===== src/logic/chag_pkg.sv =====
// Constants, register map and carrier types of the horizontal blank generator.
// Assumes one pixel-rate clock and an AXI4-Lite master with 32-bit data.
`default_nettype none
package chag_pkg;
  localparam int PIX_W      = 13;
  localparam int LINE_W     = 12;
  localparam int NUM_SEQ    = 2;
  localparam int BANK_WORDS = 16;
  localparam int BANK_AW    = 5;
  localparam int DIV_LSB    = 4;
  localparam int DIV_MSB    = 6;
  // Register indices; byte address is four times the index
  localparam logic [7:0] IDX_CLK_DIV    = 8'h35;
  localparam logic [7:0] IDX_MASK_FIRST = 8'h36;
  localparam logic [7:0] IDX_MASK_LAST  = 8'h37;
  localparam logic [7:0] IDX_STATUS     = 8'h38;
  localparam logic [7:0] IDX_BANK_BASE  = 8'h40;
  localparam logic [7:0] IDX_BANK_END   = 8'h5f;
  // Word offsets inside one sequence bank
  localparam logic [3:0] W_CFG   = 4'h0;
  localparam logic [3:0] W_EVEN1 = 4'h1;
  localparam logic [3:0] W_ODD1  = 4'h7;
  localparam logic [3:0] W_LEN   = 4'hd;
  localparam logic [3:0] W_REP   = 4'he;
  localparam int CFG_POL_BIT = 3;
  localparam logic [PIX_W-1:0]  TOG_RESET  = 13'h1ffd;
  localparam logic [LINE_W-1:0] MASK_RESET = 12'hfff;
  localparam logic [2:0] ALT_NONE  = 3'h0;
  localparam logic [2:0] ALT_ODD12 = 3'h1;
  localparam logic [2:0] ALT_EVN12 = 3'h2;
  localparam logic [2:0] ALT_SPLIT = 3'h3;
  localparam logic [5:0] EN_ALL    = 6'h3f;
  localparam logic [5:0] EN_LOW2   = 6'h03;
  localparam logic [5:0] EN_HIGH4  = 6'h3c;
  localparam logic [1:0] RESP_OKAY   = 2'h0;
  localparam logic [1:0] RESP_SLVERR = 2'h2;

  typedef struct packed {
    logic [5:0][PIX_W-1:0] tog;
    logic [5:0]            en;
  } chag_tog_set_type;

  typedef struct packed {
    logic [2:0]       alt;
    logic             pol;
    logic [PIX_W-1:0] len;
    logic [7:0]       rep;
  } chag_line_cfg_type;
endpackage
`default_nettype wire


===== src/logic/chag_hblank_gen.sv =====
// Top of the horizontal blank generator with its AXI4-Lite register slave.
// Assumes HD/VD from pins, sequence select and clamp pattern on CLK.
//
// Local design decision: the AXI4-Lite interface to the registers.
`default_nettype none
module chag_hblank_gen (
  input  wire logic        CLK,
  input  wire logic        RESET,
  input  wire logic        LINE_SYNC,
  input  wire logic        FIELD_SYNC,
  input  wire logic        SEQ_SEL,
  input  wire logic        CLAMP_PATTERN,
  output logic             HORIZONTAL_BLANK_WINDOW,
  output logic      [3:0]  HORIZONTAL_CCD_CLOCK,
  output logic             OPTICAL_BLACK_CLAMP,
  output logic             FREEZE_ALLOWED,
  input  wire logic [31:0] S_AXI_AWADDR,
  input  wire logic        S_AXI_AWVALID,
  output logic             S_AXI_AWREADY,
  input  wire logic [31:0] S_AXI_WDATA,
  input  wire logic [3:0]  S_AXI_WSTRB,
  input  wire logic        S_AXI_WVALID,
  output logic             S_AXI_WREADY,
  output logic      [1:0]  S_AXI_BRESP,
  output logic             S_AXI_BVALID,
  input  wire logic        S_AXI_BREADY,
  input  wire logic [31:0] S_AXI_ARADDR,
  input  wire logic        S_AXI_ARVALID,
  output logic             S_AXI_ARREADY,
  output logic      [31:0] S_AXI_RDATA,
  output logic      [1:0]  S_AXI_RRESP,
  output logic             S_AXI_RVALID,
  input  wire logic        S_AXI_RREADY
);
  localparam int PW = chag_pkg::PIX_W;
  localparam int LW = chag_pkg::LINE_W;

  logic [PW-1:0] bank_mem [chag_pkg::NUM_SEQ*chag_pkg::BANK_WORDS];
  logic [2:0]    div_reg;
  logic [LW-1:0] mask_first_reg;
  logic [LW-1:0] mask_last_reg;
  logic          aw_full_reg, w_full_reg;
  logic [7:0]    aw_idx_reg;
  logic [31:0]   wdata_reg;
  logic [3:0]    wstrb_reg;
  logic          do_write;
  logic          hd_s1, hd_s2, hd_s3, vd_s1, vd_s2, vd_s3;
  logic          line_start, vd_rise, vd_pend_reg;
  logic [LW-1:0] line_reg, line_next;
  logic [PW-1:0] pix_reg;
  chag_pkg::chag_tog_set_type  set_reg, set_next;
  chag_pkg::chag_line_cfg_type cfg_reg, cfg_next;
  logic          odd_reg, use_odd_reg, use_odd_next;
  logic          blank_reg, pat_lvl_reg;
  logic [PW-1:0] pat_pos_reg;
  logic [7:0]    rep_cnt_reg;
  logic          pat_mode, in_win, pat_on, hit;

  function automatic logic is_bank(input logic [7:0] idx);
    return idx >= chag_pkg::IDX_BANK_BASE && idx <= chag_pkg::IDX_BANK_END;
  endfunction

  function automatic logic [chag_pkg::BANK_AW-1:0] bank_addr(
    input logic [7:0] idx);
    logic [7:0] off;
    off = idx - chag_pkg::IDX_BANK_BASE;
    return off[chag_pkg::BANK_AW-1:0];
  endfunction

  // Any enabled toggle position equal to the position given
  function automatic logic toggle_hit(input chag_pkg::chag_tog_set_type s,
                                      input logic [PW-1:0] pos);
    logic h;
    h = 1'b0;
    for (int i = 0; i < 6; i++) begin
      h = h | (s.en[i] && s.tog[i] == pos);
    end
    return h;
  endfunction

  // AXI write channel: address and data taken in either order
  assign do_write = aw_full_reg && w_full_reg && !S_AXI_BVALID;

  always_ff @(posedge CLK or posedge RESET) begin
    if (RESET) begin
      aw_full_reg   <= 1'b0;
      w_full_reg    <= 1'b0;
      aw_idx_reg    <= 8'h00;
      wdata_reg     <= 32'h0000_0000;
      wstrb_reg     <= 4'h0;
      S_AXI_AWREADY <= 1'b1;
      S_AXI_WREADY  <= 1'b1;
      S_AXI_BVALID  <= 1'b0;
      S_AXI_BRESP   <= chag_pkg::RESP_OKAY;
    end else begin
      if (S_AXI_AWVALID && S_AXI_AWREADY) begin
        aw_full_reg   <= 1'b1;
        aw_idx_reg    <= S_AXI_AWADDR[9:2];
        S_AXI_AWREADY <= 1'b0;
      end
      if (S_AXI_WVALID && S_AXI_WREADY) begin
        w_full_reg   <= 1'b1;
        wdata_reg    <= S_AXI_WDATA;
        wstrb_reg    <= S_AXI_WSTRB;
        S_AXI_WREADY <= 1'b0;
      end
      if (do_write) begin
        aw_full_reg  <= 1'b0;
        w_full_reg   <= 1'b0;
        S_AXI_BVALID <= 1'b1;
        S_AXI_BRESP  <= (is_bank(aw_idx_reg)
                         || aw_idx_reg == chag_pkg::IDX_CLK_DIV
                         || aw_idx_reg == chag_pkg::IDX_MASK_FIRST
                         || aw_idx_reg == chag_pkg::IDX_MASK_LAST)
                        ? chag_pkg::RESP_OKAY : chag_pkg::RESP_SLVERR;
      end else if (S_AXI_BVALID && S_AXI_BREADY) begin
        S_AXI_BVALID  <= 1'b0;
        S_AXI_AWREADY <= 1'b1;
        S_AXI_WREADY  <= 1'b1;
      end
    end
  end

  // Register stores; the byte lane 0 strobe alone gates every field, the 13-bit fields included
  always_ff @(posedge CLK or posedge RESET) begin
    if (RESET) begin
      div_reg        <= 3'h0;
      mask_first_reg <= chag_pkg::MASK_RESET;
      mask_last_reg  <= chag_pkg::MASK_RESET;
      for (int i = 0; i < chag_pkg::NUM_SEQ*chag_pkg::BANK_WORDS; i++) begin
        bank_mem[i] <= chag_pkg::TOG_RESET;
      end
    end else if (do_write) begin
      if (aw_idx_reg == chag_pkg::IDX_CLK_DIV && wstrb_reg[0]) begin
        div_reg <= wdata_reg[chag_pkg::DIV_MSB:chag_pkg::DIV_LSB];
      end
      if (aw_idx_reg == chag_pkg::IDX_MASK_FIRST && wstrb_reg[0]) begin
        mask_first_reg <= wdata_reg[LW-1:0];
      end
      if (aw_idx_reg == chag_pkg::IDX_MASK_LAST && wstrb_reg[0]) begin
        mask_last_reg <= wdata_reg[LW-1:0];
      end
      if (is_bank(aw_idx_reg) && wstrb_reg[0]) begin
        bank_mem[bank_addr(aw_idx_reg)] <= wdata_reg[PW-1:0];
      end
    end
  end

  // AXI read channel: one read under way, answer one cycle after address
  always_ff @(posedge CLK or posedge RESET) begin
    if (RESET) begin
      S_AXI_ARREADY <= 1'b1;
      S_AXI_RVALID  <= 1'b0;
      S_AXI_RDATA   <= 32'h0000_0000;
      S_AXI_RRESP   <= chag_pkg::RESP_OKAY;
    end else if (S_AXI_ARVALID && S_AXI_ARREADY) begin
      S_AXI_ARREADY <= 1'b0;
      S_AXI_RVALID  <= 1'b1;
      S_AXI_RRESP   <= chag_pkg::RESP_OKAY;
      S_AXI_RDATA   <= 32'h0000_0000;
      if (is_bank(S_AXI_ARADDR[9:2])) begin
        S_AXI_RDATA[PW-1:0] <= bank_mem[bank_addr(S_AXI_ARADDR[9:2])];
      end else begin
        case (S_AXI_ARADDR[9:2])
          chag_pkg::IDX_CLK_DIV: begin
            S_AXI_RDATA[chag_pkg::DIV_MSB:chag_pkg::DIV_LSB] <= div_reg;
          end
          chag_pkg::IDX_MASK_FIRST: S_AXI_RDATA[LW-1:0] <= mask_first_reg;
          chag_pkg::IDX_MASK_LAST:  S_AXI_RDATA[LW-1:0] <= mask_last_reg;
          chag_pkg::IDX_STATUS: begin
            S_AXI_RDATA <= {14'h0000, blank_reg, odd_reg, 4'h0, line_reg};
          end
          default: S_AXI_RRESP <= chag_pkg::RESP_SLVERR;
        endcase
      end
    end else if (S_AXI_RVALID && S_AXI_RREADY) begin
      S_AXI_RVALID  <= 1'b0;
      S_AXI_ARREADY <= 1'b1;
    end
  end

  // Pin synchronisers and edge detection
  always_ff @(posedge CLK or posedge RESET) begin
    if (RESET) begin
      {hd_s1, hd_s2, hd_s3} <= 3'h0;
      {vd_s1, vd_s2, vd_s3} <= 3'h0;
    end else begin
      {hd_s1, hd_s2, hd_s3} <= {LINE_SYNC, hd_s1, hd_s2};
      {vd_s1, vd_s2, vd_s3} <= {FIELD_SYNC, vd_s1, vd_s2};
    end
  end
  assign line_start = hd_s2 && !hd_s3;
  assign vd_rise    = vd_s2 && !vd_s3;
  assign line_next  = vd_pend_reg ? '0 : line_reg + 1'b1;

  // Per-line choice of toggle set from the active sequence bank
  always_comb begin
    logic [chag_pkg::BANK_AW-1:0] b;
    logic                         odd;
    b            = {SEQ_SEL, 4'h0};
    odd          = line_next[0];
    cfg_next.alt = bank_mem[b + chag_pkg::W_CFG][2:0];
    cfg_next.pol = bank_mem[b + chag_pkg::W_CFG][chag_pkg::CFG_POL_BIT];
    cfg_next.len = bank_mem[b + chag_pkg::W_LEN];
    cfg_next.rep = bank_mem[b + chag_pkg::W_REP][7:0];
    use_odd_next = odd && cfg_next.alt == chag_pkg::ALT_SPLIT;
    for (int i = 0; i < 6; i++) begin
      set_next.tog[i] = use_odd_next
        ? bank_mem[b + chag_pkg::W_ODD1 + 4'(i)]
        : bank_mem[b + chag_pkg::W_EVEN1 + 4'(i)];
    end
    case (cfg_next.alt)
      chag_pkg::ALT_ODD12: begin
        set_next.en = odd ? chag_pkg::EN_LOW2 : chag_pkg::EN_HIGH4;
      end
      chag_pkg::ALT_EVN12: begin
        set_next.en = odd ? chag_pkg::EN_HIGH4 : chag_pkg::EN_LOW2;
      end
      chag_pkg::ALT_NONE, chag_pkg::ALT_SPLIT: set_next.en = chag_pkg::EN_ALL;
      default: set_next.en = chag_pkg::EN_ALL >> 2;
    endcase
  end

  // Line counter restarts at field start; parity is independent of
  // any vertical alternation elsewhere
  always_ff @(posedge CLK or posedge RESET) begin
    if (RESET) begin
      vd_pend_reg <= 1'b1;
      line_reg    <= '0;
      odd_reg     <= 1'b0;
      set_reg     <= '0;
      cfg_reg     <= '0;
      use_odd_reg <= 1'b0;
    end else if (line_start) begin
      vd_pend_reg <= vd_rise;
      line_reg    <= line_next;
      odd_reg     <= line_next[0];
      set_reg     <= set_next;
      cfg_reg     <= cfg_next;
      use_odd_reg <= use_odd_next;
    end else if (vd_rise) begin
      vd_pend_reg <= 1'b1;
    end
  end

  // Repeat-pattern mode: toggles 5 and 6 bound the window
  assign pat_mode = cfg_reg.alt[2];
  assign in_win   = pix_reg >= set_reg.tog[4] && pix_reg < set_reg.tog[5];
  assign pat_on   = rep_cnt_reg < cfg_reg.rep;
  assign hit      = toggle_hit(set_reg, pat_mode ? pat_pos_reg : pix_reg);

  always_ff @(posedge CLK or posedge RESET) begin
    if (RESET) begin
      pix_reg     <= '0;
      blank_reg   <= 1'b0;
      pat_pos_reg <= '0;
      rep_cnt_reg <= 8'h00;
      pat_lvl_reg <= 1'b1;
    end else if (line_start) begin
      pix_reg     <= '0;
      blank_reg   <= 1'b0;
      pat_pos_reg <= '0;
      rep_cnt_reg <= 8'h00;
      pat_lvl_reg <= 1'b1;
    end else begin
      pix_reg <= pix_reg + 1'b1;
      if (!pat_mode) begin
        blank_reg <= blank_reg ^ hit;
      end else begin
        blank_reg <= in_win && (pat_on ? pat_lvl_reg ^ hit : 1'b1);
        if (in_win && pat_on) begin
          if (pat_pos_reg + 1'b1 >= cfg_reg.len) begin
            pat_pos_reg <= '0;
            rep_cnt_reg <= rep_cnt_reg + 8'h01;
            pat_lvl_reg <= 1'b1;
          end else begin
            pat_pos_reg <= pat_pos_reg + 1'b1;
            pat_lvl_reg <= pat_lvl_reg ^ hit;
          end
        end
      end
    end
  end

  // Registered outputs: clamp masking and freeze gate
  always_ff @(posedge CLK or posedge RESET) begin
    if (RESET) begin
      HORIZONTAL_BLANK_WINDOW <= 1'b0;
      OPTICAL_BLACK_CLAMP     <= 1'b0;
      FREEZE_ALLOWED          <= 1'b1;
    end else begin
      HORIZONTAL_BLANK_WINDOW <= blank_reg;
      OPTICAL_BLACK_CLAMP     <= CLAMP_PATTERN
        && !(line_reg >= mask_first_reg && line_reg <= mask_last_reg);
      FREEZE_ALLOWED <= cfg_reg.alt != chag_pkg::ALT_SPLIT;
    end
  end

  chag_hclk_div u_hclk_div (
    .clk      (CLK),
    .reset    (RESET),
    .in_blank (blank_reg),
    .div_code (div_reg),
    .mask_pol (cfg_reg.pol),
    .h_clk    (HORIZONTAL_CCD_CLOCK)
  );
endmodule
`default_nettype wire


===== src/logic/chag_hclk_div.sv =====
// Horizontal CCD clock former: full rate outside blank, divided or masked in it.
// Assumes blank window and settings arrive from logic on the same clock.
`default_nettype none
module chag_hclk_div (
  input  wire logic       clk,
  input  wire logic       reset,
  input  wire logic       in_blank,
  input  wire logic [2:0] div_code,
  input  wire logic       mask_pol,
  output logic      [3:0] h_clk
);
  logic [3:0] cnt_reg;
  logic [3:0] half_next;
  logic       phase_reg;

  // Half period in clocks: 1 at pixel rate, 2*code when divided
  always_comb begin
    if (in_blank && div_code != 3'h0) begin
      half_next = {div_code, 1'b0};
    end else begin
      half_next = 4'h1;
    end
  end

  always_ff @(posedge clk or posedge reset) begin
    if (reset) begin
      cnt_reg   <= 4'h0;
      phase_reg <= 1'b0;
    end else if (cnt_reg + 4'h1 >= half_next) begin
      cnt_reg   <= 4'h0;
      phase_reg <= ~phase_reg;
    end else begin
      cnt_reg <= cnt_reg + 4'h1;
    end
  end

  always_ff @(posedge clk or posedge reset) begin
    if (reset) begin
      h_clk <= 4'h0;
    end else if (in_blank && div_code == 3'h0) begin
      h_clk <= {~mask_pol, mask_pol, ~mask_pol, mask_pol};
    end else begin
      h_clk <= {~phase_reg, phase_reg, ~phase_reg, phase_reg};
    end
  end
endmodule
`default_nettype wire


===== config.mk =====
export PLATFORM = sky130hd
export DESIGN_NAME = chag_hblank_gen
export DESIGN_NICKNAME = d
export VERILOG_FILES = /design/src/logic/chag_pkg.sv /design/src/logic/chag_hblank_gen.sv /design/src/logic/chag_hclk_div.sv
export SDC_FILE = /design/constraint.sdc
export NUM_CORES = 2
export LEC_CHECK = 0
export BUFFER_PORTS_ARGS = -buffer_cell sky130_fd_sc_hd__buf_2
export CORE_MARGIN = 5
export CORE_UTILIZATION = 55
export CTS_BUF_LIST = sky130_fd_sc_hd__clkbuf_16
export CTS_CLUSTER_DIAMETER = 80
export DETAILED_ROUTE_END_ITERATION = 6
export HOLD_SLACK_MARGIN = 0.05
export PLACE_DENSITY_LB_ADDON = 0.3
export SLEW_MARGIN = 20
export SYNTH_ARGS = -nofsm -noshare
export SYNTH_HDL_FRONTEND = slang
export SYNTH_HIERARCHICAL = 1
export SYNTH_SLANG_ARGS = --single-unit
export TNS_END_PERCENT = 5

===== constraint.sdc =====
create_clock -name CLK -period 27.8 [get_ports CLK]
set_input_delay 5.56 -clock CLK [delete_from_list [all_inputs] [get_ports CLK]]
set_output_delay 5.56 -clock CLK [all_outputs]
set_load 0.01 [all_outputs]

==> impl_metrics.toml <==
[clocking]
clk_pin_slew_ns = 0.06
cts_hold_buf = 0
cts_resized = 0
numCtsBuffers = 72
clockRootBuffer = "clkbuf_16"
clk_latency_ns = 0.62
htreeDepth = 3
clock_sinks = 660
cts_buffer_depth = 3
post-cts-setup-buffers = 0
cts_tree = "yes"

[layout]
drive_gt1_frac = 0.5011
antennaDiodeCount = 0
area_growth_pct = 9.878
largest_register_ffs = 416
finalNetCount = 2799

[timing]
relSlewSlack = 0.1544
fmax_ghz = 0.1180
fin_crit_ns = 8.474
finalHoldViolations = 0
worst_slack_ns = 19.33
setup_tns_ns = 0
worstMarginPinSlew_ns = 1.265
period_share = 0.3048
rsz0062_at_grt = "no"
setup_violations = 0
final-max-slew-violation-count = 0
clock_skew_ns = 0.02262

[power_and_ir_drop]
p_seq_frac = 0.484
power_frac_comb = 0.161
p_clk_frac = 0.355
p_sw_w = 0.0008040
max-vdd-ir-drop_v = 0.00008739
power.share.switching = 0.3055
power_density_nw_per_um2 = 69.48
p_leak_nw = 16.17
p_int_w = 0.001827

[synthesis]
ys_warn_count = 6
synth_edf_count = 0
synth_most_common_cell = "mux2_2"
yosys-top-cells-count = "456 x mux2_2, 414 x dfstp_2, 302 x nand2_1"
syn_inst = 2601
avgSynthCellArea_um2 = 13.25
synthTopCellsByArea = "dfstp_2 32%, dfrtp_1 18%, mux2_2 15%"
synthArstFlopShare = 1.000
synth_top_flop_cell = "dfstp_2"
synth_area_um2 = 34460
synth_top_area_frac = 0.3156
synth.distinct_cells = 64
synth_top_area_cell = "dfstp_2"
yosysSeqAreaShare = 0.4942
ys_ff_latch = 660

[placement]
port_buffers = 69
hpwl_um = 64410
pre_cts_ws_ns = 18.69
place.gp.congestion = 0.9453

[die]
die_h_um = 260.3
die_x_um = 260.3
rows = 91
ios = 159
dieArea_um2 = 67770
core_um2 = 61940
start_util = 0.5564

[critical_path]
critPathRequiredTime_ns = 28.31
critPathArrivalTime_ns = 8.98
worstPathMaxFanout = 57
critPathKind = "in -> reg"
worst_setup_path_end_kind = "flop"
start_kind = "input port"

[grt]
antenna_found_initial = 1
grt_pass1_wl_um = 147100
grtUsageTotal = 0.2874
grt_max_degree = 184
grt-ovfl-total = 0
grt_pass1_vias = 23080

[route]
totalWireLength_um = 96570
drt_first_pass_iters = 5
drc_errors = 0
vias_per_cell = 6.399
vias = 22440
ant_nets = 0
drt-initial-drc-count = 2403
detail_route.wl_per_cell_um = 27.54

[flow_run]
cap_violations = 0

[min_path]
hold_class = "reg -> reg"

[outcome]
outcome = "finished clean"
[final timing paths]
check	startpoint	end	slack, ns	cells after the start
hold / removal	vd_s1	vd_s2	0.35	0
hold reg to reg	vd_s1	vd_s2	0.35	0
setup / recovery	S_AXI_ARADDR[3]	S_AXI_RDATA[5]	19.33	7
min in group asynchronous	RESET	u_hclk_div/h_clk[2]	4.93	2
setup reg to reg	pat_pos_reg[0]	pat_pos_reg[7]	23.65	14
max in group asynchronous	RESET	cfg_reg[18]	20.54	4
[metal layers]
metal	wire, um	global-route usage	vias to the layer above
li1	-	-	9436
met1	40770	0.4203	11830
met2	43300	0.4275	977
met3	8797	0.06850	198
met4	3703	0.09803	0
met5	0	0	-
[final cells by class]
type | instances | area (um2)
clock buffers | 73 | 1827
clock inverters | 61 | 460.4
fillers | 4749 | 24070
inverters | 81 | 311.5
multi-input cells | 1684 | 16430
flip-flops and latches | 660 | 17040
well taps | 837 | 1047
repair buffers | 111 | 748.2
[placed cells by master, fill, tap and decap left out, drive strengths merged, types with 6 or more instances in the layout]
| cell | netlist | routed |
|---|---|---|
| mux2 | 456 | 456 |
| dfstp | 414 | 414 |
| nand2 | 302 | 302 |
| dfrtp | 246 | 246 |
| mux4 | 208 | 208 |
| o21ai | 120 | 120 |
| buf | 60 | 111 |
| inv | 81 | 108 |
| ha | 78 | 78 |
| clkbuf | 134 | 73 |
| nor2 | 67 | 67 |
| xnor2 | 63 | 63 |
| mux2i | 52 | 52 |
| xor2 | 47 | 47 |
| a21oi | 29 | 29 |
| a21o | 27 | 27 |
| nand3 | 26 | 26 |
| clkinv | 0 | 26 |
| nand4 | 25 | 25 |
| and3 | 20 | 20 |
| conb | 1 | 19 |
| o21a | 16 | 16 |
| nor4 | 15 | 15 |
| nand2b | 15 | 15 |
| a221o | 14 | 14 |
| nor2b | 11 | 11 |
| nor3 | 10 | 10 |
| a31oi | 8 | 8 |
| nor3b | 7 | 7 |
| bufinv | 0 | 6 |
[power groups by stage]
stage | combinational, W | sequential [W] | clock [W]
after global routing | 0.000458 | 0.00129 | 0.000987
after floorplan | 0.000367 | 0.00117 | 0
after CTS | 0.000420 | 0.00127 | 0.000947
final | 0.000423 | 0.00127 | 0.000935
after detailed placement | 0.000418 | 0.00128 | 0
after global placement | 0.000407 | 0.00127 | 0
[metrics by stage]
| stage | hold slack (ns) | utilization | instance area [um2] | instances | power [W] |
|---|---|---|---|---|---|
| after floorplan | 0.3312 | - | 34530 | 2619 | 0.001538 |
| after global placement | 0.3357 | 0.5732 | 35500 | 3371 | 0.001677 |
| after detailed placement | 0.3403 | 0.5732 | 35510 | 3371 | 0.001698 |
| after CTS | 0.3529 | 0.6102 | 37790 | 3505 | 0.002635 |
| after global routing | 0.3537 | 0.6114 | 37870 | 3507 | 0.002734 |
| final | 0.3503 | 0.6114 | 37870 | 3507 | 0.002631 |
[kinds of logic after synthesis]
group,share of synthesized area
buffers and inverters,0.03325
AO/OA/AOI/OAI,0.04422
AND/OR/NAND/NOR,0.06767
adder cells (fa/ha/maj),0.02832
flip-flops,0.4942
multiplexers,0.3042
XOR/XNOR,0.02795
other,0.0001088
[worst max-delay path, stage by stage]
cell,delay (ns)
buf_4,0.70
buf_4,0.83
mux4_2,0.64
mux4_2,0.49
mux2i_1,0.36
o21ai_0,0.18
o21a_1,0.15
No activity file was read; power rests on OpenSTA's default activity.
